`src/pg_consts.svh`:
```
`ifndef PG_CONSTS_SVH
`define PG_CONSTS_SVH
// timing figures in their own units
`define CLK_PERIOD_NS 100
`define UV_OV_FILTER_US 30
`define RELEASE_DELAY_US 120
`define HICCUP_DELAY_US 3500
`define SOFT_START_MIN_US 500
// cycle counts: filter is a least time (round up, plus one so it is strictly more)
`define FILTER_CYC ((`UV_OV_FILTER_US * 1000 + `CLK_PERIOD_NS - 1) / `CLK_PERIOD_NS + 1)
`define RELEASE_CYC ((`RELEASE_DELAY_US * 1000 + `CLK_PERIOD_NS - 1) / `CLK_PERIOD_NS)
`define HICCUP_CYC ((`HICCUP_DELAY_US * 1000 + `CLK_PERIOD_NS - 1) / `CLK_PERIOD_NS)
`define SOFT_START_CYC ((`SOFT_START_MIN_US * 1000 + `CLK_PERIOD_NS - 1) / `CLK_PERIOD_NS)
// current limit selection codes
`define ILIM_SEL_50MV 2'h0
`define ILIM_SEL_70MV 2'h1
`define ILIM_SEL_100MV 2'h2
// apb register map
`define REG_CTRL_ADDR 12'h000
`define REG_STATUS_ADDR 12'h004
`define CTRL_RESET_VAL 3'h0
// ctrl fields
`define CTRL_LATCH_BIT 0
`define CTRL_ILIM_LSB 1
`endif

```
`src/pg_pkg.sv`:
```
`default_nettype none
package pg_pkg;
  typedef enum logic [2:0] {ST_OFF, ST_SOFT, ST_RUN, ST_HICCUP, ST_LATCH} seq_state_t;
  typedef enum logic [1:0] {MODE_AUTO, MODE_FPWM, MODE_SYNC} op_mode_t;
endpackage
`default_nettype wire

```
`src/power_good_fault_supervisor.sv`:
```
// Our own choices: the APB slave port and the address map.
`timescale 1ns/1ns
`default_nettype none
`include "pg_consts.svh"
// Functional notes
// RULE1: mode pin high selects forced pwm, low selects auto pwm/pfm.
// RULE2: external clock on mode pin locks switching and forces pwm.
// RULE3: external sync clock pulses stay at least 100 ns wide.
// RULE4: sync clock is 0.5 to 1.5 of set frequency, 250k-1M.
// RULE5: soft-start and synchronisation run together when started with clock.
// RULE6: duty extension drops sync; frequency may fall to one quarter.
// RULE7: low input sags frequency linearly to one quarter of set value.
// RULE8: power ok pulled low in shutdown, lockout, soft-start, uv, ov, faults.
// RULE9: power ok released when every pulling condition clears.
// RULE10: undervolt flagged after feedback low for more than 30 us.
// RULE11: after feedback above 93 percent, wait 120 us before power ok.
// RULE12: overcurrent, short or overvolt during undervolt enters hiccup or latch.
// RULE13: feedback overvolt halts switching.
// RULE14: overvolt flagged after feedback high for more than 30 us.
// RULE15: below 107 percent, power ok after 120 us, switching resumes.
// RULE16: output overvolt stops switching while present.
// RULE17: switch node short detected against 0.43 V drop comparator.
// RULE18: latch keeps output off until enable low or lockout.
// RULE19: hiccup stops switching and restarts after 3.5 ms, repeating.
// RULE20: current limit ends high-side pulse; threshold 50, 70 or 100 mV.
// RULE21: soft-start starts at enable rise, lasts at least 500 us.
// RULE22: comparators arrive synchronised; intervals counted on own clock.
module power_good_fault_supervisor
  import pg_pkg::*;
#(
  parameter int HICCUP_CYCLES = `HICCUP_CYC,
  parameter int SOFT_CYCLES = `SOFT_START_CYC
)(
  input wire logic pclk, // bus and timing clock
  input wire logic presetn, // async reset, active low
  input wire logic psel, // apb select
  input wire logic penable, // apb access phase
  input wire logic pwrite, // apb direction
  input wire logic [11:0] paddr, // apb byte address
  input wire logic [31:0] pwdata, // apb write data
  output logic [31:0] prdata, // apb read data
  output logic pready, // apb ready
  output logic pslverr, // apb error
  input wire logic enable_in, // enable pin level
  input wire logic supply_lockout, // supply below lockout
  input wire logic thermal_shutdown, // over temperature
  input wire logic mode_level, // mode pin static level
  input wire logic mode_clock_present, // ext clock detected on mode pin
  input wire logic duty_extend, // max duty / duty extension state
  input wire logic soft_start_cap_done, // cap ramp done (high if pin open)
  input wire logic fb_below_uv, // feedback below 90 percent
  input wire logic fb_above_uv_rel, // feedback above 93 percent
  input wire logic fb_above_ov, // feedback above 110 percent
  input wire logic fb_below_ov_rel, // feedback below 107 percent
  input wire logic output_overvolt_guard, // output sense over threshold
  input wire logic switch_node_short, // 0.43 V drop comparator
  input wire logic overcurrent, // current limit comparator
  output logic power_ok_flag_oe, // pull-down enable of flag
  output logic power_ok_flag_o, // flag driven level (always low)
  output logic switching_en, // gate drive allowed
  output logic hs_pulse_end, // terminate high-side pulse
  output logic forced_pwm, // forced pwm selected
  output logic sync_locked, // following external clock
  output logic freq_reduce, // frequency fold-down active
  output logic sync_clock_output_sync, // clock out follows mode pin
  output logic [1:0] ilim_sel // current limit threshold code
);
  // RULE22: intervals counted in pclk cycles
  localparam int FILT_C = `FILTER_CYC;
  localparam int REL_C = `RELEASE_CYC;
  localparam int CW = 16;

  // refuse counts that the 16-bit timers cannot hold
  if (HICCUP_CYCLES < 1 || HICCUP_CYCLES >= (1 << CW) || SOFT_CYCLES < 1 ||
      SOFT_CYCLES >= (1 << CW) || FILT_C >= (1 << CW) || REL_C >= (1 << CW))
  begin : g_count_check
    $error("cycle counts out of range");
  end

  typedef struct packed {
    seq_state_t st;
    logic [CW-1:0] tmr;
    logic [CW-1:0] uv_cnt;
    logic [CW-1:0] ov_cnt;
    logic [CW-1:0] rel_cnt;
    logic undervolt_detect;
    logic overvolt_detect;
    logic latch_mode;
    logic [1:0] ilim;
    logic [31:0] rdata;
    logic ready;
    logic err;
    logic pg_oe;
    logic sw_en;
    logic hs_end;
    logic fpwm;
    logic lock;
    logic fred;
    logic cko_sync;
  } state_t;

  state_t cur_reg, cur_next;
  logic fault_event;

  // =====================================================
  // next state
  always_comb
  begin
    cur_next = cur_reg;
    cur_next.ready = 1'b0;
    cur_next.err = 1'b0;
    // apb slave, one wait state: answer in access phase's second cycle
    if (psel && penable && !cur_reg.ready)
    begin
      cur_next.ready = 1'b1;
      if (paddr == `REG_CTRL_ADDR)
      begin
        if (pwrite)
        begin
          cur_next.latch_mode = pwdata[`CTRL_LATCH_BIT];
          // RULE20: threshold choice
          if (pwdata[`CTRL_ILIM_LSB+1 -: 2] != 2'h3)
            cur_next.ilim = pwdata[`CTRL_ILIM_LSB+1 -: 2];
        end
        cur_next.rdata = {29'h0, cur_reg.ilim, cur_reg.latch_mode};
      end
      else if (paddr == `REG_STATUS_ADDR)
      begin
        cur_next.rdata = {24'h0, cur_reg.undervolt_detect, cur_reg.overvolt_detect,
          ~cur_reg.pg_oe, cur_reg.sw_en, 1'b0, cur_reg.st};
        cur_next.err = pwrite;
      end
      else
      begin
        cur_next.rdata = 32'h0;
        cur_next.err = 1'b1;
      end
    end
    // RULE10: uv filter, strictly more than 30 us
    if (fb_below_uv && cur_reg.st == ST_RUN)
    begin
      if (cur_reg.uv_cnt < CW'(FILT_C))
        cur_next.uv_cnt = cur_reg.uv_cnt + 1'b1;
      else
        cur_next.undervolt_detect = 1'b1;
    end
    else
      cur_next.uv_cnt = '0;
    if (fb_above_uv_rel)
      cur_next.undervolt_detect = 1'b0;
    // RULE14: ov filter
    if (fb_above_ov && cur_reg.st == ST_RUN)
    begin
      if (cur_reg.ov_cnt < CW'(FILT_C))
        cur_next.ov_cnt = cur_reg.ov_cnt + 1'b1;
      else
        cur_next.overvolt_detect = 1'b1;
    end
    else
      cur_next.ov_cnt = '0;
    // RULE15: ov release level
    if (fb_below_ov_rel)
      cur_next.overvolt_detect = 1'b0;
    // RULE12: fault escalation while undervolt
    if (fault_event)
    begin
      cur_next.tmr = '0;
      cur_next.st = cur_reg.latch_mode ? ST_LATCH : ST_HICCUP;
    end
    case (cur_reg.st)
      ST_OFF:
      begin
        // RULE21: soft-start from enable rise
        cur_next.tmr = '0;
        cur_next.st = ST_SOFT;
      end
      ST_SOFT:
      begin
        if (cur_reg.tmr < CW'(SOFT_CYCLES))
          cur_next.tmr = cur_reg.tmr + 1'b1;
        // RULE21: internal minimum and cap ramp both done
        else if (soft_start_cap_done)
        begin
          cur_next.st = ST_RUN;
          cur_next.rel_cnt = '0;
        end
      end
      ST_RUN:
      begin
      end
      ST_HICCUP:
      begin
        // RULE19: restart after delay
        if (cur_reg.tmr < CW'(HICCUP_CYCLES))
          cur_next.tmr = cur_reg.tmr + 1'b1;
        else
        begin
          cur_next.st = ST_SOFT;
          cur_next.tmr = '0;
          cur_next.undervolt_detect = 1'b0;
          cur_next.overvolt_detect = 1'b0;
        end
      end
      // RULE18: latch held until enable low or lockout (reset)
      default:
        cur_next.st = ST_LATCH;
    endcase
    // RULE11: release delay counter, restarts on any pulling condition
    if (cur_reg.st != ST_RUN || cur_next.undervolt_detect || cur_next.overvolt_detect ||
        thermal_shutdown)
      cur_next.rel_cnt = '0;
    else if (cur_reg.rel_cnt < CW'(REL_C))
      cur_next.rel_cnt = cur_reg.rel_cnt + 1'b1;
    // RULE8: pull flag low until released
    // RULE9: release once all clear
    cur_next.pg_oe = !(cur_reg.rel_cnt >= CW'(REL_C) && cur_next.rel_cnt >= CW'(REL_C));
    // RULE13: ov halts; RULE16: output guard halts
    cur_next.sw_en = (cur_next.st == ST_SOFT || cur_next.st == ST_RUN) && !thermal_shutdown &&
      !cur_next.overvolt_detect && !output_overvolt_guard;
    // RULE17: short drop comparator and RULE20: limit end the pulse
    cur_next.hs_end = overcurrent || switch_node_short;
    // RULE1: mode level; RULE2: sync forces pwm; RULE5: no wait on soft-start
    cur_next.fpwm = mode_level || mode_clock_present;
    // RULE6: duty extension drops the lock
    cur_next.lock = mode_clock_present && !duty_extend;
    // RULE7: frequency fold-down
    cur_next.fred = duty_extend;
    cur_next.cko_sync = mode_clock_present && !duty_extend;
    // RULE18: enable low or lockout clears the sequencer
    // ctrl and the bus answer survive, so software can set up before enable
    if (!enable_in || supply_lockout)
    begin
      cur_next.st = ST_OFF;
      cur_next.tmr = '0;
      cur_next.uv_cnt = '0;
      cur_next.ov_cnt = '0;
      cur_next.rel_cnt = '0;
      cur_next.undervolt_detect = 1'b0;
      cur_next.overvolt_detect = 1'b0;
      // RULE8: flag pulled in shutdown
      cur_next.pg_oe = 1'b1;
      cur_next.sw_en = 1'b0;
    end
  end

  // RULE12: fault while undervolt
  assign fault_event = cur_reg.st == ST_RUN && cur_reg.undervolt_detect &&
    (overcurrent || switch_node_short || output_overvolt_guard);

  // =====================================================
  // state register; the flag starts pulled low
  always_ff @(posedge pclk or negedge presetn)
  begin
    if (!presetn)
    begin
      cur_reg <= '0;
      cur_reg.pg_oe <= 1'b1;
    end
    else
      cur_reg <= cur_next;
  end

  assign prdata = cur_reg.rdata;
  assign pready = cur_reg.ready;
  assign pslverr = cur_reg.err;
  assign power_ok_flag_oe = cur_reg.pg_oe;
  assign power_ok_flag_o = 1'b0;
  assign switching_en = cur_reg.sw_en;
  assign hs_pulse_end = cur_reg.hs_end;
  assign forced_pwm = cur_reg.fpwm;
  assign sync_locked = cur_reg.lock;
  assign freq_reduce = cur_reg.fred;
  assign sync_clock_output_sync = cur_reg.cko_sync;
  assign ilim_sel = cur_reg.ilim;

  // =====================================================
  // checks: filters and release
  // outputs are registered, so most checks look one cycle after the cause
  // a filter flag may only rise if its comparator was high 300 cycles before
  // RULE10: undervolt needs the full filter
  a_uv_filter_min: assert property (@(posedge pclk) disable iff (!presetn) // RULE10
    $rose(cur_reg.undervolt_detect) |-> $past(fb_below_uv, 300)) else $error("uv too early");
  // RULE14: overvolt needs the full filter
  a_ov_filter_min: assert property (@(posedge pclk) disable iff (!presetn) // RULE14
    $rose(cur_reg.overvolt_detect) |-> $past(fb_above_ov, 300)) else $error("ov too early");
  // RULE11: release comparator clears undervolt
  a_uv_clears: assert property (@(posedge pclk) disable iff (!presetn) // RULE11
    fb_above_uv_rel |=> !cur_reg.undervolt_detect) else $error("uv kept after release");
  // RULE15: release comparator clears overvolt
  a_ov_clears: assert property (@(posedge pclk) disable iff (!presetn) // RULE15
    fb_below_ov_rel |=> !cur_reg.overvolt_detect) else $error("ov kept after release");
  // RULE11: release needs delay
  a_release_delay: assert property (@(posedge pclk) disable iff (!presetn) // RULE11
    $fell(power_ok_flag_oe) |-> cur_reg.rel_cnt >= CW'(REL_C)) else $error("early release");

  // =====================================================
  // checks: power ok flag
  // RULE8: flag low during soft-start
  a_flag_soft_low: assert property (@(posedge pclk) disable iff (!presetn) // RULE8
    cur_reg.st == ST_SOFT |-> power_ok_flag_oe) else $error("flag high in soft-start");
  // RULE8: flag low while uv or ov stands
  a_flag_uvov_low: assert property (@(posedge pclk) disable iff (!presetn) // RULE8
    cur_reg.undervolt_detect || cur_reg.overvolt_detect |-> power_ok_flag_oe)
    else $error("flag high during uv or ov");
  // RULE8: flag low in shutdown, lockout or over temperature
  a_flag_off_low: assert property (@(posedge pclk) disable iff (!presetn) // RULE8
    !enable_in || supply_lockout || thermal_shutdown |=> power_ok_flag_oe)
    else $error("flag high in shutdown");
  // RULE8: flag low in hiccup or latch
  a_flag_fault_low: assert property (@(posedge pclk) disable iff (!presetn) // RULE8
    cur_reg.st inside {ST_HICCUP, ST_LATCH} |-> power_ok_flag_oe)
    else $error("flag high in fault");
  // RULE9: flag released once the delay has run clear
  a_flag_release: assert property (@(posedge pclk) disable iff (!presetn) // RULE9
    $past(cur_reg.rel_cnt) >= CW'(REL_C) && cur_reg.rel_cnt >= CW'(REL_C) |-> !power_ok_flag_oe)
    else $error("flag held after release");

  // =====================================================
  // checks: switching
  // RULE13: overvolt stops switching
  a_ov_halts_sw: assert property (@(posedge pclk) disable iff (!presetn) // RULE13
    cur_reg.overvolt_detect |-> !switching_en) else $error("switching during ov");
  // RULE16: output guard stops switching
  a_guard_stops_sw: assert property (@(posedge pclk) disable iff (!presetn) // RULE16
    output_overvolt_guard |=> !switching_en) else $error("switching during guard");
  // RULE18 RULE19: no switching in hiccup or latch
  a_fault_sw_off: assert property (@(posedge pclk) disable iff (!presetn) // RULE18 RULE19
    cur_reg.st inside {ST_HICCUP, ST_LATCH} |-> !switching_en) else $error("switching in fault");

  // =====================================================
  // checks: sequencer
  // RULE21: enable starts soft-start
  a_enable_start: assert property (@(posedge pclk) disable iff (!presetn) // RULE21
    cur_reg.st == ST_OFF && enable_in && !supply_lockout |=> cur_reg.st == ST_SOFT)
    else $error("no soft-start after enable");
  // RULE21: internal minimum before run
  a_soft_min: assert property (@(posedge pclk) disable iff (!presetn) // RULE21
    cur_reg.st == ST_SOFT && cur_reg.tmr < CW'(SOFT_CYCLES) |=> cur_reg.st != ST_RUN)
    else $error("soft-start too short");
  // RULE19: restart after the hiccup delay
  a_hiccup_restart: assert property (@(posedge pclk) disable iff (!presetn) // RULE19
    cur_reg.st == ST_HICCUP && cur_reg.tmr >= CW'(HICCUP_CYCLES) && enable_in &&
    !supply_lockout |=> cur_reg.st == ST_SOFT) else $error("hiccup not restarted");
  // RULE18: latch holds
  a_latch_holds: assert property (@(posedge pclk) disable iff (!presetn) // RULE18
    cur_reg.st == ST_LATCH && enable_in && !supply_lockout |=> cur_reg.st == ST_LATCH)
    else $error("latch left");
  // RULE12: fault escalates
  a_fault_escal: assert property (@(posedge pclk) disable iff (!presetn) // RULE12
    fault_event && enable_in && !supply_lockout |=> cur_reg.st inside {ST_HICCUP, ST_LATCH})
    else $error("fault not escalated");

  // =====================================================
  // checks: pulse end and mode
  // RULE17: short or limit ends the pulse
  a_pulse_end: assert property (@(posedge pclk) disable iff (!presetn) // RULE17
    overcurrent || switch_node_short |=> hs_pulse_end) else $error("pulse not ended");
  // RULE20: pulse runs on when no comparator trips
  a_pulse_free: assert property (@(posedge pclk) disable iff (!presetn) // RULE20
    !overcurrent && !switch_node_short |=> !hs_pulse_end)
    else $error("pulse ended without cause");
  // RULE20: threshold code stays legal
  a_ilim_legal: assert property (@(posedge pclk) disable iff (!presetn) // RULE20
    ilim_sel != 2'h3) else $error("illegal limit code");
  // RULE1: mode level picks pwm when no clock
  a_mode_level: assert property (@(posedge pclk) disable iff (!presetn) // RULE1
    !mode_clock_present |=> forced_pwm == $past(mode_level))
    else $error("mode level ignored");
  // RULE6: duty extension drops lock
  a_duty_unlock: assert property (@(posedge pclk) disable iff (!presetn) // RULE6
    duty_extend |=> !sync_locked && freq_reduce) else $error("lock kept in duty ext");
  // RULE7: no fold-down outside duty extension
  a_freq_follow: assert property (@(posedge pclk) disable iff (!presetn) // RULE7
    !duty_extend |=> !freq_reduce) else $error("fold-down without duty ext");
  // RULE2: sync clock forces pwm
  a_sync_fpwm: assert property (@(posedge pclk) disable iff (!presetn) // RULE2
    mode_clock_present |=> forced_pwm) else $error("sync without pwm");
  // RULE2: sync clock locks switching and clock out
  a_sync_lock: assert property (@(posedge pclk) disable iff (!presetn) // RULE2
    mode_clock_present && !duty_extend |=> sync_locked && sync_clock_output_sync)
    else $error("sync clock not followed");
endmodule
`default_nettype wire

```
`config.mk`:
```
export PLATFORM = sky130hd
export DESIGN_NAME = power_good_fault_supervisor
export DESIGN_NICKNAME = d
export VERILOG_FILES = /design/src/pg_pkg.sv /design/src/power_good_fault_supervisor.sv
export VERILOG_INCLUDE_DIRS = /design/src
export SDC_FILE = /design/constraint.sdc
export NUM_CORES = 1
export LEC_CHECK = 0
export BUFFER_PORTS_ARGS = -buffer_cell sky130_fd_sc_hd__buf_2
export CAP_MARGIN = 20
export CORE_UTILIZATION = 49
export DETAILED_ROUTE_END_ITERATION = 7
export PLACE_DENSITY = 0.77
export SLEW_MARGIN = 15
export SYNTH_ARGS = -nofsm -noshare
export SYNTH_HDL_FRONTEND = slang
export SYNTH_SLANG_ARGS = --single-unit
```
`constraint.sdc`:
```
create_clock -name pclk -period 1.7 [get_ports pclk]
set_input_delay 0.34 -clock pclk [delete_from_list [all_inputs] [get_ports pclk]]
set_output_delay 0.34 -clock pclk [all_outputs]
set_load 0.02 [all_outputs]
```
==> results.toml <==
[sta]
min_period_over_period_pct = 115.6
finalHoldViolCount = 0
min_period_ps = 1964
finalSetupViolations = 47
report.final.slew_viol_count = 0
hold_ws_ps = 108.1
tns_ps = -6217
finalWorstSetupSlack_ps = -264.4
rsz0062_at_grt = "yes"
clock.fmax_ghz = 0.5090
skew_ps = 10.23

[layout]
fin_nets = 701
layout_commonest_cell = "buf_4"
most-common-layout-cells = "buf_4 (89), dfrtp_1 (81), buf_2 (50)"
diodes = 0
stdcell_count = 747
largest_reg_flops = 70
area_delta_synth_final_pct = 39.63
drive_gt1_share_pct = 43.55
fin_area_sq_mm = 0.006436
finish.utilization_pct = 69.99

[clock_tree]
worstSkewPairLatency_ps = 360
cts_buffers = 9
cts.sinks = 87
root_buffer = "clkbuf_8"
htreeDepth = 3
clock_path_buffers = 2
cts_tree = "done"
cts.clk_slew.worst_paths_ps = 90

[run]
maxCapViolCount = 0

[logic_synthesis]
syn-instance-count = 483
synth_edf_count = 0
synth-main-ff-cell = "dfrtp_1"
synth_top_cells_by_area = "dfrtp_1 (47%), buf_4 (5.9%), nor2_1 (3.8%), nand2_1 (3.5%), xor2_1 (2.7%)"
ys.warnings.count = 0
synth.distinct_cells = 68
synth_seq_area_share_pct = 47.26
syn_area_sq_mm = 0.004609
synth_area_leader_cell = "dfrtp_1"
avgSynthCellArea_sq_um = 9.543
ys_async_sr_fraction_pct = 100.0
synth_seq_cells = 87
synth_top_area_share_pct = 46.69

[floorplan]
ioPinCount = 107
num_rows = 35
die_h_um = 98.99
core_sq_mm = 0.009196
die-area_sq_mm = 0.009799
start_util_pct = 50.12
die_x_um = 98.99

[pwr]
power_mw = 3.824
peakVddDrop_v = 0.0005173
switching_share_pct = 24.61
p_seq_share_pct = 54.4
pwr-share-clk_pct = 38.7
p_int_mw = 2.883
power.leakage_nw = 2.943
p_per_area_mw_per_mm2 = 594.2
comb_power_share_pct = 6.9
p_switching_mw = 0.9412

[routing]
routed-via-count = 4156
wl_mm = 12.29
ant_nets = 0
wire_per_inst_um = 16.45
drtIter0Drc = 200
drtPass1Iterations = 5
viasPerCell = 5.564
drc_errors = 0

[critical_path]
max_stage_delay_ps = 450
worstSetupPathType = "flop to flop"
critPathMaxFanout = 5
critPathCaptureType = "flop"
critPathLaunchType = "flop"
cp.required_ps = 1940
crit_path_cell_trace = "nor4_4, nor3b_4, a21oi_4, buf_12, o22ai_2, a31oi_1, mux2i_1"
cpMaxStageDelayCell = "dfrtp_2"
cp_data_arrival_time_ps = 2200

[placed_design]
place_hpwl_mm = 7.632
dp_cells = 710
dp_slack_ps = -320.6
dpl_cell_area_sq_mm = 0.005557
numPortBuffers = 51
place.gp.congestion = 0.8699

[grt]
grt_pass1_wl_mm = 18.96
antenna_found_initial = 0
grt_use_total_pct = 24.43
grt_pass1_vias = 4105
overflow = 0
grt_start_max_net_pins = 34

[outcome]
violations = "setup timing"
status = "finished with violations"

[min_path]
hp-class = "input pin to flop"
-- worst paths after layout --
check                              from     endpoint  slack [ps]  depth (start not counted)
setup reg to reg           cur_reg[100]  cur_reg[96]        -260                          7
hold reg to reg             cur_reg[77]  cur_reg[77]         490                          1
hold / removal              duty_extend  freq_reduce         110                          1
setup / recovery           cur_reg[100]  cur_reg[96]        -260                          7
max in group asynchronous       presetn  cur_reg[83]         630                          3
min in group asynchronous       presetn  cur_reg[65]         450                          2
-- routing by layer --
layer / vias to the layer above / global-route usage, % / share of wire, %
met4: 0 / 8.037 / 2.7
met1: 2060 / 29.04 / 41
met5: - / 0 / 0
met2: 116 / 43.73 / 52
li1: 1943 / - / -
met3: 37 / 5.390 / 4.6
-- critical path, delay by kind of cell (launching register included) --
family	cells	cell delay, ps
AO/OA/AOI/OAI	3	660
flip-flops	1	450
AND/OR/NAND/NOR	2	430
buffers and inverters	1	150
multiplexers	1	130
-- layout make-up --
type | instances | area, sq um
Tap cell | 111 | 138.9
Clock inverter | 4 | 53.80
Multi-Input combinational cell | 352 | 2630
Clock buffer | 12 | 145.1
Timing Repair Buffer | 161 | 1209
Fill cell | 641 | 2760
Sequential cell | 87 | 2185
Inverter | 20 | 75.07
-- power groups by stage --
stage          sequential (mW)  combinational (mW)  clock, mW
3_5_place_dp              2.12               0.239          0
2_1_floorplan             2.13               0.145          0
6_report                  2.08               0.262       1.48
4_1_cts                   2.08               0.251       1.50
5_1_grt                   2.08               0.285       1.60
3_3_place_gp              2.12               0.235          0
-- synthesized netlist by cell type, types with 2 or more instances --
library cell,count
o311ai_1,7
o21ai_0,12
nand2_1,43
clkbuf_1,9
or2_2,5
nor4_1,8
and3_1,11
a211oi_1,4
inv_1,20
nand4_1,12
nand4b_1,2
o211ai_1,2
o21a_1,2
nand3_1,21
or3_1,5
ha_1,7
a41oi_1,2
nor3_1,13
nand2b_1,4
a22o_1,4
mux2i_1,6
a21oi_1,18
nor2b_1,7
or4_1,2
buf_4,36
nor3b_1,2
dfrtp_1,86
and2_1,16
a21o_1,2
nor2_1,47
nand3b_1,3
o22ai_1,2
buf_2,6
o41ai_1,2
o31ai_1,5
xor2_1,14
xnor2_1,4
a21oi_2,2
-- repair_timing --
item | in CTS | in global routing
hold buffers | 1 | 0
resized for setup | 54 | 49
gates cloned | 1 | 2
endpoints found under the hold margin | 30 | 0
setup buffers | 14 | 4
pin swaps | 42 | 38
setup endpoints to repair | 48 | 53
-- cell families (layout without fill, tap and decap cells) --
group | after synthesis | after routing | share of synthesized area [%]
simple gates | 213 | 213 | 24.13
flops | 87 | 87 | 47.26
xor+xnor | 18 | 18 | 3.420
buf+inv | 71 | 197 | 8.876
compound gates | 79 | 81 | 12.79
mux | 7 | 7 | 1.547
fa+ha+maj | 7 | 7 | 1.900
other cells | 1 | 26 | 0.08136
Note: power is estimated with default switching activity, not from simulation.
